<file path="src/hw/wff_regs.vh">
// Constants for the wake-up frame pattern filter block: register offsets,
// field positions, reset values and CRC-16 parameters.
// Assumes inclusion by bare name from the design files.
`ifndef WFF_REGS_VH
`define WFF_REGS_VH

// ----------------------------------------------------------------------
// Register offsets (byte addresses on the APB)
// ----------------------------------------------------------------------
`define WFF_ADDR_W 12
`define WFF_OFS_FILTER 12'h000
`define WFF_OFS_CTRL 12'h004
`define WFF_OFS_IRQ_STAT 12'h008
`define WFF_OFS_IRQ_MASK 12'h00c

// ----------------------------------------------------------------------
// Filter configuration layout
// ----------------------------------------------------------------------
`define WFF_NFILT 4
`define WFF_NWORDS 8
`define WFF_PTR_W 3
`define WFF_PTR_LAST 3'h7
`define WFF_WORD_CMD 3'h4
`define WFF_WORD_OFFSET 3'h5
`define WFF_WORD_CRC_LO 6
`define WFF_CMD_STRIDE 8
`define WFF_CMD_EN 0
`define WFF_CMD_MCAST 3
`define WFF_OFFSET_W 8
`define WFF_CRC_W 16
`define WFF_MASK_BITS 31
`define WFF_CFG_RESET 32'h0000_0000

// ----------------------------------------------------------------------
// Control / status fields
// ----------------------------------------------------------------------
`define WFF_CTRL_EN 0
`define WFF_CTRL_RCVD 1
`define WFF_CTRL_PTR_LO 8
`define WFF_STAT_W 4

// ----------------------------------------------------------------------
// Frame byte counter and CRC engine
// ----------------------------------------------------------------------
`define WFF_CNT_W 9
`define WFF_CNT_MAX 9'h1ff
`define WFF_MASK_SPAN 9'h01f
`define WFF_DA_MCAST_BIT 0
`define WFF_CRC_INIT 16'hffff
`define WFF_CRC_POLY 16'ha001

`endif

</file>
<file path="src/hw/wff_match.v">
// Wake-up frame pattern filters: configuration store, APB slave, per-filter
// masked CRC-16 over received bytes, pattern compare and wake interrupt.
// Assumes frame bytes from the MAC receive datapath on pclk, one per valid.
//
// Our own choices: the APB slave port and the register offsets.
`include "wff_regs.vh"
`default_nettype none

module wff_match
(
   // Clock and reset
   input wire pclk,
   input wire presetn,
   // APB slave
   input wire psel,
   input wire penable,
   input wire pwrite,
   input wire [11:0] paddr,
   input wire [31:0] pwdata,
   output reg [31:0] prdata,
   output wire pready,
   output reg pslverr,
   // Receive byte stream from the MAC
   input wire rx_valid,
   input wire rx_first,
   input wire rx_last,
   input wire [7:0] rx_data,
   // Power management outputs
   output reg rx_normal_enable,
   output reg wake_frame_received_flag,
   output reg [3:0] wake_filter_hit,
   output reg wake_irq
);

   // ----------------------------------------------------------------------
   // Bus decode
   // ----------------------------------------------------------------------
   wire setup_ph = psel & ~penable;
   wire access_done = psel & penable;
   wire wr_done = access_done & pwrite;
   wire rd_done = access_done & ~pwrite;
   wire sel_filter = (paddr == `WFF_OFS_FILTER);
   wire sel_ctrl = (paddr == `WFF_OFS_CTRL);
   wire sel_stat = (paddr == `WFF_OFS_IRQ_STAT);
   wire sel_mask = (paddr == `WFF_OFS_IRQ_MASK);
   wire sel_any = sel_filter | sel_ctrl | sel_stat | sel_mask;

   // Zero wait states: read data is fetched in the setup cycle
   assign pready = 1'b1;

   // ----------------------------------------------------------------------
   // Configuration store
   // ----------------------------------------------------------------------
   reg [31:0] cfg_mem [0:7];
   reg [2:0] cfg_ptr;
   reg wake_frame_detect_enable;
   reg [3:0] irq_stat;
   reg [3:0] irq_mask;
   wire [3:0] filt_match;
   integer n;

   // Sequential port: every access moves the word pointer, wrapping after
   // eight, so an interrupted load is finished by completing the eight.
   always @(posedge pclk or negedge presetn)
   begin
      if (!presetn)
      begin
         for (n = 0; n < `WFF_NWORDS; n = n + 1)
            cfg_mem[n] <= `WFF_CFG_RESET;
         cfg_ptr <= 3'h0;
      end
      else if (access_done & sel_filter)
      begin
         if (pwrite)
            cfg_mem[cfg_ptr] <= pwdata;
         cfg_ptr <= (cfg_ptr == `WFF_PTR_LAST) ? 3'h0 : cfg_ptr + 3'h1;
      end
   end

   // ----------------------------------------------------------------------
   // Control, status and interrupt registers
   // ----------------------------------------------------------------------
   always @(posedge pclk or negedge presetn)
   begin
      if (!presetn)
      begin
         wake_frame_detect_enable <= 1'b0;
         wake_frame_received_flag <= 1'b0;
         irq_stat <= 4'h0;
         irq_mask <= 4'h0;
         wake_filter_hit <= 4'h0;
      end
      else
      begin
         if (wr_done & sel_ctrl)
            wake_frame_detect_enable <= pwdata[`WFF_CTRL_EN];
         if (wr_done & sel_mask)
            irq_mask <= pwdata[3:0];
         // A match in the clearing cycle survives
         if (|filt_match)
            wake_frame_received_flag <= 1'b1;
         else if (wr_done & sel_ctrl & pwdata[`WFF_CTRL_RCVD])
            wake_frame_received_flag <= 1'b0;
         if (rd_done & sel_stat)
            irq_stat <= filt_match;
         else
            irq_stat <= irq_stat | filt_match;
         if (|filt_match)
            wake_filter_hit <= filt_match;
      end
   end

   always @(posedge pclk or negedge presetn)
   begin
      if (!presetn)
      begin
         wake_irq <= 1'b0;
         rx_normal_enable <= 1'b1;
      end
      else
      begin
         wake_irq <= |(irq_stat & irq_mask);
         rx_normal_enable <= ~wake_frame_detect_enable;
      end
   end

   // ----------------------------------------------------------------------
   // Read data and error answer
   // ----------------------------------------------------------------------
   reg [31:0] next_prdata;

   always @*
   begin
      next_prdata = 32'h0000_0000;
      if (sel_filter)
         next_prdata = cfg_mem[cfg_ptr];
      else if (sel_ctrl)
      begin
         next_prdata[`WFF_CTRL_EN] = wake_frame_detect_enable;
         next_prdata[`WFF_CTRL_RCVD] = wake_frame_received_flag;
         next_prdata[`WFF_CTRL_PTR_LO +: `WFF_PTR_W] = cfg_ptr;
      end
      else if (sel_stat)
         next_prdata[`WFF_STAT_W-1:0] = irq_stat;
      else if (sel_mask)
         next_prdata[`WFF_STAT_W-1:0] = irq_mask;
   end

   always @(posedge pclk or negedge presetn)
   begin
      if (!presetn)
      begin
         prdata <= 32'h0000_0000;
         pslverr <= 1'b0;
      end
      else if (setup_ph)
      begin
         prdata <= pwrite ? 32'h0000_0000 : next_prdata;
         pslverr <= ~sel_any;
      end
   end

   // ----------------------------------------------------------------------
   // Frame tracking
   // ----------------------------------------------------------------------
   reg [8:0] byte_cnt;
   reg frame_mcast;
   wire [8:0] cur_pos = rx_first ? 9'h000 : byte_cnt;
   wire cur_mcast = rx_first ? rx_data[`WFF_DA_MCAST_BIT] : frame_mcast;
   // Only frames whose last byte arrives while detection is on are checked
   wire check_on = wake_frame_detect_enable;

   // Counter saturates; no mask window reaches that far
   always @(posedge pclk or negedge presetn)
   begin
      if (!presetn)
      begin
         byte_cnt <= 9'h000;
         frame_mcast <= 1'b0;
      end
      else if (rx_valid)
      begin
         if (cur_pos != `WFF_CNT_MAX)
            byte_cnt <= cur_pos + 9'h001;
         if (rx_first)
            frame_mcast <= rx_data[`WFF_DA_MCAST_BIT];
      end
   end

   // ----------------------------------------------------------------------
   // Per-filter masked CRC and compare
   // ----------------------------------------------------------------------
   genvar i;
   generate
      for (i = 0; i < `WFF_NFILT; i = i + 1)
      begin : g_filt
         // Field extraction from the shared words
         wire [31:0] mask = cfg_mem[i];
         wire [7:0] cmd = cfg_mem[`WFF_WORD_CMD][i*`WFF_CMD_STRIDE +: 8];
         wire [7:0] ofs = cfg_mem[`WFF_WORD_OFFSET][i*`WFF_OFFSET_W +: 8];
         wire [15:0] pat = cfg_mem[`WFF_WORD_CRC_LO + i/2][(i%2)*`WFF_CRC_W +: 16];
         // Reserved command bits are simply not looked at
         wire en = cmd[`WFF_CMD_EN];
         wire want_mcast = cmd[`WFF_CMD_MCAST];
         wire [8:0] rel = cur_pos - {1'b0, ofs};
         wire in_win = (cur_pos >= {1'b0, ofs}) && (rel < `WFF_MASK_BITS);
         // Bit 31 never selects a byte even if written
         wire take = in_win & mask[rel[4:0]];
         reg [15:0] crc;
         wire [15:0] crc_base = rx_first ? `WFF_CRC_INIT : crc;
         wire [15:0] crc_step;
         wire [15:0] crc_now = (rx_valid & take) ? crc_step : crc_base;

         wff_crc16 u_crc
         (
            .crc_in(crc_base),
            .data(rx_data),
            .crc_out(crc_step)
         );

         always @(posedge pclk or negedge presetn)
         begin
            if (!presetn)
               crc <= `WFF_CRC_INIT;
            else if (rx_valid)
               crc <= crc_now;
         end

         // Decision on the last byte, which itself may be masked in
         assign filt_match[i] = rx_valid & rx_last & check_on & en
                                & (cur_mcast == want_mcast)
                                & (crc_now == pat);
      end
   endgenerate

endmodule

`default_nettype wire

</file>
<file path="src/hw/wff_crc16.v">
// One byte step of the reflected CRC-16 used by the wake-up filters.
// Assumes a purely combinational use; the caller holds the running value.
`include "wff_regs.vh"
`default_nettype none

module wff_crc16
(
   // Running value in
   input wire [15:0] crc_in,
   // Byte to fold in, bit 0 first
   input wire [7:0] data,
   // Updated value
   output reg [15:0] crc_out
);

   reg [15:0] c;
   integer k;

   // ----------------------------------------------------------------------
   // Bit-serial fold, unrolled by the tool
   // ----------------------------------------------------------------------
   always @*
   begin
      c = crc_in ^ {8'h00, data};
      for (k = 0; k < 8; k = k + 1)
      begin
         if (c[0])
            c = (c >> 1) ^ `WFF_CRC_POLY;
         else
            c = c >> 1;
      end
      crc_out = c;
   end

endmodule

`default_nettype wire

</file>
<file path="config.mk">
export PLATFORM = sky130hd
export DESIGN_NAME = wff_match
export DESIGN_NICKNAME = d
export VERILOG_FILES = /design/src/hw/wff_match.v /design/src/hw/wff_crc16.v
export VERILOG_INCLUDE_DIRS = /design/src /design/src/hw
export SDC_FILE = /design/constraint.sdc
export NUM_CORES = 1
export LEC_CHECK = 0
export BUFFER_PORTS_ARGS = -buffer_cell sky130_fd_sc_hd__buf_2
export CORE_MARGIN = 8
export CORE_UTILIZATION = 55
export DETAILED_ROUTE_END_ITERATION = 8
export PLACE_DENSITY = 0.75
export SETUP_SLACK_MARGIN = 0.3
export SYNTH_ARGS = -nofsm -noshare
export SYNTH_HDL_FRONTEND = slang
export SYNTH_HIERARCHICAL = 1
export SYNTH_SLANG_ARGS = --single-unit
</file>
<file path="constraint.sdc">
create_clock -name pclk -period 4.6 [get_ports pclk]
set_input_delay 0.23 -clock pclk [delete_from_list [all_inputs] [get_ports pclk]]
set_output_delay 0.23 -clock pclk [all_outputs]
set_load 0.02 [all_outputs]
</file>
## Word level (Yosys, flattened, before mapping)

Cells that the tools add are included.

- Input port bits: 60
- Register bits: 382
- Word-level logic and storage cells: 215
- Output and inout bits: 41

- Reduce and logical (&&, ||, !) cells: 11
- Bitwise logic cells: 77
- Equal/unequal tests: 13
- Magnitude comparators: 14
- Muxes and demuxes: 70
- Add/subtract/negate cells: 6

Operators by type and width:

| operator | number |
|---|---|
| 16-bit 2-to-1 mux | 40 |
| 256-bit bitwise mux | 1 |
| 32-bit 2-to-1 mux | 4 |
| 32-bit binary-select mux with 3-bit select | 1 |
| 32-bit demux with 3-bit select | 1 |
| 2-bit NOT with 3-bit output | 32 |
| 16-bit == test | 4 |
| 16-bit by 8-bit XOR with 16-bit output | 4 |
| 9-bit by 8-bit greater-or-equal comparator with 1-bit output | 4 |
| 9-bit by 5-bit < comparator with 1-bit output, second input constant | 4 |
| 9-bit by 8-bit subtractor with 9-bit output | 4 |
| 1-bit bitwise AND | 31 |
| 12-bit by 4-bit == test with 1-bit output, second input constant | 2 |
| 5-bit by 6-bit < comparator with 1-bit output, second input constant | 4 |
| 21-bit 2-to-1 mux | 1 |
| 1-bit binary-select mux with 5-bit select | 4 |
| 4-bit 2-to-1 mux | 5 |
| 12-bit by 3-bit == test with 1-bit output, second input constant | 1 |
| 12-bit logical NOT | 1 |
| 9-bit by 1-bit adder with 9-bit output, second input constant | 1 |
| 3-bit 2-to-1 mux | 3 |
| 9-bit 2-to-1 mux | 1 |
| 9-bit inequality test, second input constant | 1 |
| 4-bit OR reduction | 2 |
| other kinds (15) | 35 |

## Logic depth before layout (Yosys ltp)

Gate-level depths: netlist of the first run.

- Depth after elaboration: 23
- Depth in mapped cells: 24
- Mapped depth without buffers: 17

## By module

The synthesis of the first run kept the hierarchy.

By module, submodules not included:

| module | seq. area each (um2) | cells an instance | area each (um2) | instances |
|---|---|---|---|---|
| wff_match | 9640.5 | 2128 | 22131.2 | 1 |
| wff_crc16 | 0.0 | 29 | 284.0 | 4 |

## Worst setup path after synthesis of the first run

Ideal clock, no wire load.

- Path kind: input to register
- Start point: input rx_first
- End point: register wake_filter_hit[3]
- Stages: 22
- Buffers on the path: 7
- Slack: -803 ps
- Arrival time: 5327 ps
- Data required time: 4524 ps
- Setup time: 76 ps
- Cell sequence: buf_2 -> buf_2 -> clkbuf_1 -> clkbuf_1 -> clkbuf_1 -> clkbuf_1 -> nor2b_1 -> clkbuf_1 -> xnor2_1 -> ha_1 -> inv_1 -> and3_4 -> or4_4 -> and2_4 -> mux2_4 -> o211a_1 -> o21ai_2 -> nor3_1 -> or3b_1 -> a221o_1 -> or4_1 -> o21ai_1

- Word-level cells in the longest chain between the ends: 16
- Elaborated cells on any way between the ends: 127
- Classes of those cells: 4 x add/sub; 8 x order compare; 8 x eq/ne; 50 x mux; 52 x bitwise; 5 x reduce/logical

Ends and longest elaborated chain:

| item | line | RTL |
|---|---|---|
| start: declaration | wff_match.v:25 | `input wire rx_first,` |
| branches (longest 16 deep; another with 9-bit by 8-bit subtractor with 9-bit output) | - |  |
| end signal: assignment | wff_match.v:109 | `wake_filter_hit <= filt_match;` |
| end: declaration | wff_match.v:31 | `output reg [3:0] wake_filter_hit,` |

Several ways; the timed one is not identified. The select of a mux whose other input is x is not followed.
A chain may end at the register's enable or synchronous reset.

## Worst setup path after layout of the first run

- Start point: register byte_cnt[0]
- End point: register wake_filter_hit[3]

- Word-level cells in the longest chain between the ends: 10
- Elaborated cells on any way between the ends: 46
- Classes of those cells: 4 x add/sub; 8 x order compare; 4 x eq/ne; 13 x mux; 12 x bitwise; 5 x reduce/logical

Ends and longest elaborated chain:

| item | line | RTL |
|---|---|---|
| start: declaration | wff_match.v:166 | `reg [8:0] byte_cnt;` |
| start signal: assignment | wff_match.v:184 | `byte_cnt <= cur_pos + 9'h001;` |
| 9-bit 2-to-1 mux (*) | wff_match.v:168 | `wire [8:0] cur_pos = rx_first ? 9'h000 : byte_cnt;` |
| 9-bit by 8-bit subtractor with 9-bit output | wff_match.v:205 | `wire [8:0] rel = cur_pos - {1'b0, ofs};` |
| 9-bit by 5-bit < comparator with 1-bit output (no line) / 1-bit binary-select mux with 5-bit select (equally long branches) | - |  |
| 1-bit logical AND / 1-bit 2-to-1 mux (equally long branches) | wff_match.v:206, wff_match.v:208 |  |
| 1-bit bitwise AND | wff_match.v:208 | `wire take = in_win & mask[rel[4:0]];` |
| 1-bit bitwise AND | wff_match.v:212 | `wire [15:0] crc_now = (rx_valid & take) ? crc_step : crc_base;` |
| 16-bit 2-to-1 mux | wff_match.v:212 |  |
| 16-bit == test | wff_match.v:232 | `& (crc_now == pat);` |
| 1-bit bitwise AND | wff_match.v:232 |  |
| 4-bit OR reduction | wff_match.v:108 | `if (\|filt_match)` |

Every way passes the cells marked *; elsewhere a longest branch is shown, timed or not. The select of a mux whose other input is x is not followed.

==> run_results.csv, run 1 <==
group,metric,value,unit
drt,vias,19550,
run,max_cap_viol_count,0,
finish,area_growth,13.63,%
min_path,worst_hold_path_type,"in -> reg",
place,placed_area,24560,um2
worst_setup_path,crit_start,"byte_cnt[0]$_DFFE_PN0P_",
die,initial_core_util,55.59,%
synthesis,ys_ff_latch,382,
synthesis,synth.distinct_cells,92,
worst_setup_path,arrival,4790,ps
drt,post_drt_wl_per_cell,27.78,um
min_path,hold_depth,3,
worst_setup_path,path_max_fanout,5,
synthesis,synth_flop_cell,"dfrtp_1",
worst_setup_path,worstPathRequired,5120,ps
drt,routed_wl,81080,um
drt,first_pass_iters,6,
worst_setup_path,crit_top_cell,"or4_4",
grt,grt_pass1_vias,19500,
finish,fin_util,63.17,%
sta,worst_pin_slew,1129,ps
sta,setup_viol,0,
worst_setup_path,cp_slowest_stage_delay,610,ps
die,std_cell_rows,75,
drt,antenna_left,0,
synthesis,syn_inst,2244,
synthesis,synth_edf_count,0,
grt,antenna_found_initial,3,
sta,fin_crit_sh,92.91,%
cts,cts.sinks,382,
sta,clock-skew-final,24.84,ps
place,portBuffers,99,
pwr,power_density,353.9,nW/um2
sta,report.final.hold_viol_count,0,
worst_setup_path,path_depth,17,
die,ioPinCount,101,
finish,nets,2432,
grt,grt_pass1_wl,121400,um
place,placedCellCount,2819,
finish,multi_input_area,12760,um2
die,dieHeight,221.7,um
cts,worstSkewPairLatency,590,ps
grt,grt_use_total,31.92,%
grt,grt_start_max_net_pins,114,
worst_setup_path,r2r_cells,17,
worst_setup_path,critPathCaptureType,"flop",
finish,final_cells,2919,
sta,relSlewSlack,24.75,%
drt,drt-initial-drc-count,2313,
cts,htreeDepth,2,
die,die_w,221.7,um
drt,viasPerCell,6.698,
pwr,peakVddDrop,0.3450,mV
sta,slew_viol_final,0,
place,pre_cts_ws,-89.72,ps
sta,hold_ws,17.63,ps
pwr,p_leak,11.69,nW
place,routabilityCongestion,0.9578,
cts,cts_tree,"built",
worst_setup_path,timing.critical_path.buf_inv,3,
die,dieArea,49140,um2
sta,post-route-min-period,4274,ps
sta,setup_ws,326.2,ps
die,coreArea,41850,um2
sta,rsz0062_at_grt,"true",
grt,grt-ovfl-total,0,
sta,fmax,234.0,MHz
synthesis,ys_seq_area_share,41.43,%
cts,cts_max_path_buffers,3,
finish,drive_gt1_share,31.64,%
finish,seq_area,9648,um2
cts,clk_pin_slew_worst_paths,60,ps
cts,cts_root_buf,"clkbuf_16",
finish,diodes,0,
status,status,"finished, final reports clean",
synthesis,async_reset_ff_share,100.0,%
worst_setup_path,critical_path.startpoint_type,"flop",
synthesis,syn_avg_cell_area,10.37,um2
worst_setup_path,crit_chain,"nand2_4 -> ha_2 -> inv_1 -> ha_4 -> inv_2 -> and3_4 -> or4_4 -> and2_4 -> mux2_4 -> o211a_4 -> o21ai_4 -> buf_6 -> o21ai_0 -> a32oi_2 -> nand4_1 -> or4_4 -> o21ai_1",
sta,finalSetupTns,0,ps
finish,final_area,26440,um2
finish,fillers,3402,
worst_setup_path,r2r_start,"byte_cnt[0]$_DFFE_PN0P_",
worst_setup_path,worstSetupPathType,"reg -> reg",
cts,cts_inserted_buffers,43,
worst_setup_path,path_delay_family,"simple AND/OR/NAND/NOR gates",
drt,drcViolationCount,0,
synthesis,synthesis.area,23270,um2
worst_setup_path,cpMaxStageDelayCell,"or4_4",
place,hpwlAfterDp,58310,um
synthesis,synthesis.yosys.warnings,6,
pwr,p_total,9.356,mW
synthesis,syn_nets,2327,
min_path,hold_start,"pwdata[6]",
==> cell families after synthesis <==
group | synth area share, %
AO/OA/AOI/OAI | 16.09
XOR/XNOR | 6.152
adder cells (fa/ha/maj) | 1.280
buffers and inverters | 5.222
flip-flops | 41.43
multiplexers | 20.05
other | 0.01612
AND/OR/NAND/NOR | 9.760
==> worst min-delay path: stages <==
cell and delay [ps]:
buf_2 170, nand2_1 70, o21ai_0 70
==> final timing paths <==
kind                       slack, ps                              to
hold reg to reg                  400      rx_normal_enable$_DFF_PN1_
hold / removal                    20          cfg_mem[6]$_DFFE_PN0P_
setup / recovery                 330  wake_filter_hit[3]$_DFFE_PN0P_
setup reg to reg                 330  wake_filter_hit[3]$_DFFE_PN0P_
max in group asynchronous       3040    g_filt[1].crc[4]$_DFFE_PN1P_
min in group asynchronous        320         cfg_mem[79]$_DFFE_PN0P_
==> cell type report <==
class	count	area share, %
clock buffers	68	4.732
clock inverters	8	0.3123
inverters	140	1.988
multi-input cells	1563	48.28
flip-flops and latches	382	36.49
well taps	539	2.551
repair buffers	219	5.650
==> placed cells by master (no fill, tap or decap), drive strengths merged, types with 22 or more instances in the layout <==
master	synthesis	final
nand2	150	150
nor2b	22	22
buf	74	208
xor2	44	44
o22ai	55	55
nor3	28	28
mux4	50	50
o22a	53	53
mux2i	55	55
ha	23	23
a221oi	24	24
or2	27	27
mux2	265	265
dfrtp	317	317
dfstp	65	65
clkbuf	85	69
xnor2	98	98
inv	138	139
o21ai	150	150
a21oi	61	61
nor2	139	139
==> sequential cells by signal (all words and copies together) (netlist names), 3 cells and up <==
register,flops
byte_cnt,9
cfg_mem,128
cfg_ptr,3
g_filt.crc,64
g_filt.mask,128
irq_mask,4
irq_stat,4
prdata,32
wake_filter_hit,4
==> repair_timing <==
item / in CTS / in global routing
gates resized for setup: 16 / 49
hold buffers: 10 / 0
setup buffers: 2 / 11
pin swaps: 5 / 23
cloned: 0 / 1
endpoints found under the setup margin: 7 / 9
hold endpoints to repair: 101 / 0
==> cells in the mapped netlist, types with 9 or more instances <==
cell      count  area (um2)
o221ai_1     20       175.2
o31ai_1      11       82.58
xor2_1       44       385.4
a221oi_1     24       210.2
dfrtp_1     317        7933
a22oi_1      15       112.6
xnor2_1      85       744.5
nor3_1       28       140.1
buf_1        42       157.7
o21a_1       10       75.07
clkbuf_1     85       319.1
inv_1       138       518.0
mux2i_1      55       550.5
or2_2        25       156.4
nand4_1       9       56.30
o211ai_1     17       127.6
nand2_1     150       563.0
buf_2        11       55.05
nor2_1      139       521.8
mux4_2       50        1126
a31oi_1      13       81.33
ha_1         23       287.8
o22a_1       53       464.2
xnor2_2      13       211.5
dfstp_2      65        1708
and3_1       13       81.33
mux2_2      263        2962
or3_1        11       68.82
a211oi_1     17       127.6
a21o_1       11       82.58
nor4_1        9       56.30
nor2b_1      22       137.6
o22ai_1      55       344.1
a21oi_1      61       305.3
nand2b_1     19       118.9
o21ai_0     147       735.7
buf_4        21       157.7
nand3_1      20       100.1
==> report_power, final <==
group          switching, mW  internal [mW]  total, mW
Combinational           1.36          0.940       2.30
Sequential             0.105           3.59       3.69
Clock                   1.45           1.92       3.37
Total                   2.91           6.44       9.36
==> metal layers <==
layer	up-vias	wire, um	track usage, %
met3	240	7960	6.891
met5	-	0	0
li1	8377	-	-
met4	0	3957	13.71
met1	9780	32700	43.44
met2	1154	36470	48.92
No activity file was read; power rests on OpenSTA's default activity.
==> run 2, diff against run 1 <==
--- a/config.mk
+++ b/config.mk
@@ -7,8 +7,9 @@
 export NUM_CORES = 1
 export LEC_CHECK = 0
 export BUFFER_PORTS_ARGS = -buffer_cell sky130_fd_sc_hd__buf_2
-export CORE_MARGIN = 8
+export CORE_MARGIN = 5
 export CORE_UTILIZATION = 55
+export CTS_BUF_LIST = sky130_fd_sc_hd__clkbuf_16
 export DETAILED_ROUTE_END_ITERATION = 8
 export PLACE_DENSITY = 0.75
 export SETUP_SLACK_MARGIN = 0.3
==> run 2 against run 1 <==
Sequential cell count stayed put. Register-to-register slack hardly changed. Critical path depth stayed put. Hold slack better by 18 ps. First-iteration DRC count is 2.1% lower. Critical endpoint unchanged. Highest routed layer unchanged. Sequential share of layout area is 0.28 points lower. Die area is 5.3% lower.
==> run_results.csv, run 2 (synthesis results as in run 1) <==
group,metric,value,unit
status,status,"finished, final reports clean",
sta,setup_viol,0,
worst_setup_path,critical_path.startpoint_type,"flop",
sta,post-route-min-period,4269,ps
pwr,power_density,359.4,nW/um2
worst_setup_path,critPathCaptureType,"flop",
sta,setup_ws,331.4,ps
sta,slew_viol_final,0,
pwr,switching_power,2.936,mW
sta,clock-skew-final,16.28,ps
pwr,power.share.switching,30.66,%
run,max_cap_viol_count,0,
sta,rsz0062_at_grt,"true",
min_path,hold_start,"pwdata[22]",
die,coreArea,41950,um2
cts,clk_pin_slew_worst_paths,60,ps
pwr,intPower,6.640,mW
place,routabilityCongestion,0.9712,
finish,diodes,0,
place,pre_cts_ws,-126.3,ps
drt,routed_wl,81340,um
finish,area_growth,14.50,%
sta,relSlewSlack,25.78,%
worst_setup_path,path_max_fanout,11,
cts,cts_inserted_buffers,43,
die,std_cell_rows,75,
drt,post_drt_wl_per_cell,27.90,um
sta,worst_pin_slew,1113,ps
worst_setup_path,crit_chain,"nand2_4 -> ha_2 -> inv_1 -> ha_4 -> inv_2 -> and3_4 -> or4_4 -> and2_4 -> o211ai_1 -> o211a_4 -> o21ai_4 -> buf_6 -> or3_1 -> a32oi_1 -> nand4_1 -> or4_4 -> o21ai_2",
sta,finalSetupTns,0,ps
worst_setup_path,r2r_start,"byte_cnt[0]$_DFFE_PN0P_",
die,dieArea,46520,um2
cts,cts_max_path_buffers,3,
cts,worstSkewPairLatency,560,ps
worst_setup_path,r2r_cells,17,
pwr,p_total,9.576,mW
finish,drive_gt1_share,31.89,%
finish,nets,2426,
grt,grt_use_total,34.44,%
place,portBuffers,99,
sta,report.final.hold_viol_count,0,
pwr,combPwrFrac,24.2,%
grt,grt_pass1_vias,19520,
worst_setup_path,crit_start,"byte_cnt[0]$_DFFE_PN0P_",
drt,drcViolationCount,0,
finish,mostFrequentLayoutCell,"dfrtp_1",
drt,first_pass_iters,6,
cts,cts.sinks,382,
grt,antenna_found_initial,0,
place,placed_area,24570,um2
worst_setup_path,cp_slowest_stage_delay,560,ps
worst_setup_path,arrival,4760,ps
cts,htreeDepth,2,
cts,cts_tree,"built",
finish,final_area,26640,um2
grt,grt-ovfl-total,0,
worst_setup_path,worstSetupPathType,"reg -> reg",
min_path,hold_depth,3,
drt,antenna_left,0,
die,die_w,215.7,um
worst_setup_path,crit_top_cell,"or4_4",
pwr,p_leak,11.83,nW
grt,grt_start_max_net_pins,140,
grt,grt_pass1_wl,123400,um
die,ioPinCount,101,
pwr,power_frac_clock,37.3,%
drt,vias,19570,
drt,drt-initial-drc-count,2265,
drt,viasPerCell,6.711,
die,initial_core_util,55.47,%
min_path,worst_hold_path_type,"in -> reg",
worst_setup_path,cpMaxStageDelayCell,"or4_4",
die,dieHeight,215.7,um
sta,fin_crit_sh,92.80,%
finish,final_cell_mix,"313 x dfrtp_1, 263 x mux2_2, 151 x inv_1",
pwr,peakVddDrop,0.2886,mV
sta,fmax,234.3,MHz
place,hpwlAfterDp,58850,um
cts,cts_root_buf,"clkbuf_16",
pwr,seq_power_share,38.5,%
worst_setup_path,worstPathRequired,5090,ps
[run 2: cell types whose count changed in the layout (fill, tap and decap cells not counted), moves of 3 or more]
cell | before | now
xnor2_4 | 1 | 4
dlygate4sd3_1 | 10 | 4
bufinv_16 | 1 | 6
clkbuf_8 | 6 | 0
mux2i_1 | 55 | 51
buf_4 | 104 | 98
clkinv_1 | 2 | 7
clkbuf_1 | 18 | 0
buf_6 | 2 | 6
inv_1 | 137 | 151
[run 2: power by group through the flow]
stage	combinational, mW	clock, mW	sequential (mW)
finish	2.32	3.57	3.69
global route	2.47	3.76	3.70
CTS	2.20	3.60	3.68
detailed placement	2.11	0	3.74
global placement	2.10	0	3.74
floorplan	1.44	0	3.71
[run 2: path summary, 6_finish.rpt]
path	to	slack, ps
setup / recovery	wake_filter_hit[3]$_DFFE_PN0P_	330
hold / removal	cfg_mem[22]$_DFFE_PN0P_	40
setup reg to reg	wake_filter_hit[3]$_DFFE_PN0P_	330
hold reg to reg	rx_normal_enable$_DFF_PN1_	420
max in group asynchronous	cfg_mem[28]$_DFFE_PN0P_	3050
min in group asynchronous	prdata[11]$_DFFE_PN0P_	290
[run 2: final cells by class]
| class | count | area, um2 |
|---|---|---|
| tap | 539 | 674.4 |
| sequential | 382 | 9648 |
| timing repair buffer | 213 | 1481 |
| clock buffer | 45 | 1126 |
| clock inverter | 34 | 316.6 |
| inverter | 140 | 525.5 |
| fill | 3358 | 15300 |
| multi-input combinational | 1563 | 12870 |
[run 2: worst max-delay path, delay by kind of cell (launching register included)]
family / cells / cell delay [ps]
buffers and inverters: 3 / 320
flip-flops: 1 / 400
AO/OA/AOI/OAI: 5 / 890
adder cells (fa/ha/maj): 2 / 370
AND/OR/NAND/NOR: 7 / 2220
[run 2: routing by layer]
layer	up-vias	global-route usage, %	part of all wire, %
met5	-	0	0
met4	0	15.13	5.0
met3	220	6.740	9.5
li1	8388	-	-
met2	1166	51.68	44
met1	9796	49.00	41
[run 2: repair_timing]
| item | in CTS | in global routing |
|---|---|---|
| gates resized for setup | 29 | 53 |
| pin swaps | 14 | 26 |
| setup buffers | 9 | 6 |
| cloned | 1 | 0 |
| endpoints found under the hold margin | 78 | 0 |
| setup endpoints to repair | 8 | 14 |
| hold buffers | 4 | 0 |
[run 2: stage by stage]
step,hold slack [ps],utilization [%],instances
2_1_floorplan,-65.59,-,2244
3_3_place_gp,330.7,58.58,2817
3_5_place_dp,326.5,58.58,2817
4_1_cts,2.188,62.73,2910
5_1_grt,28.63,63.51,2916
6_report,35.96,63.51,2916
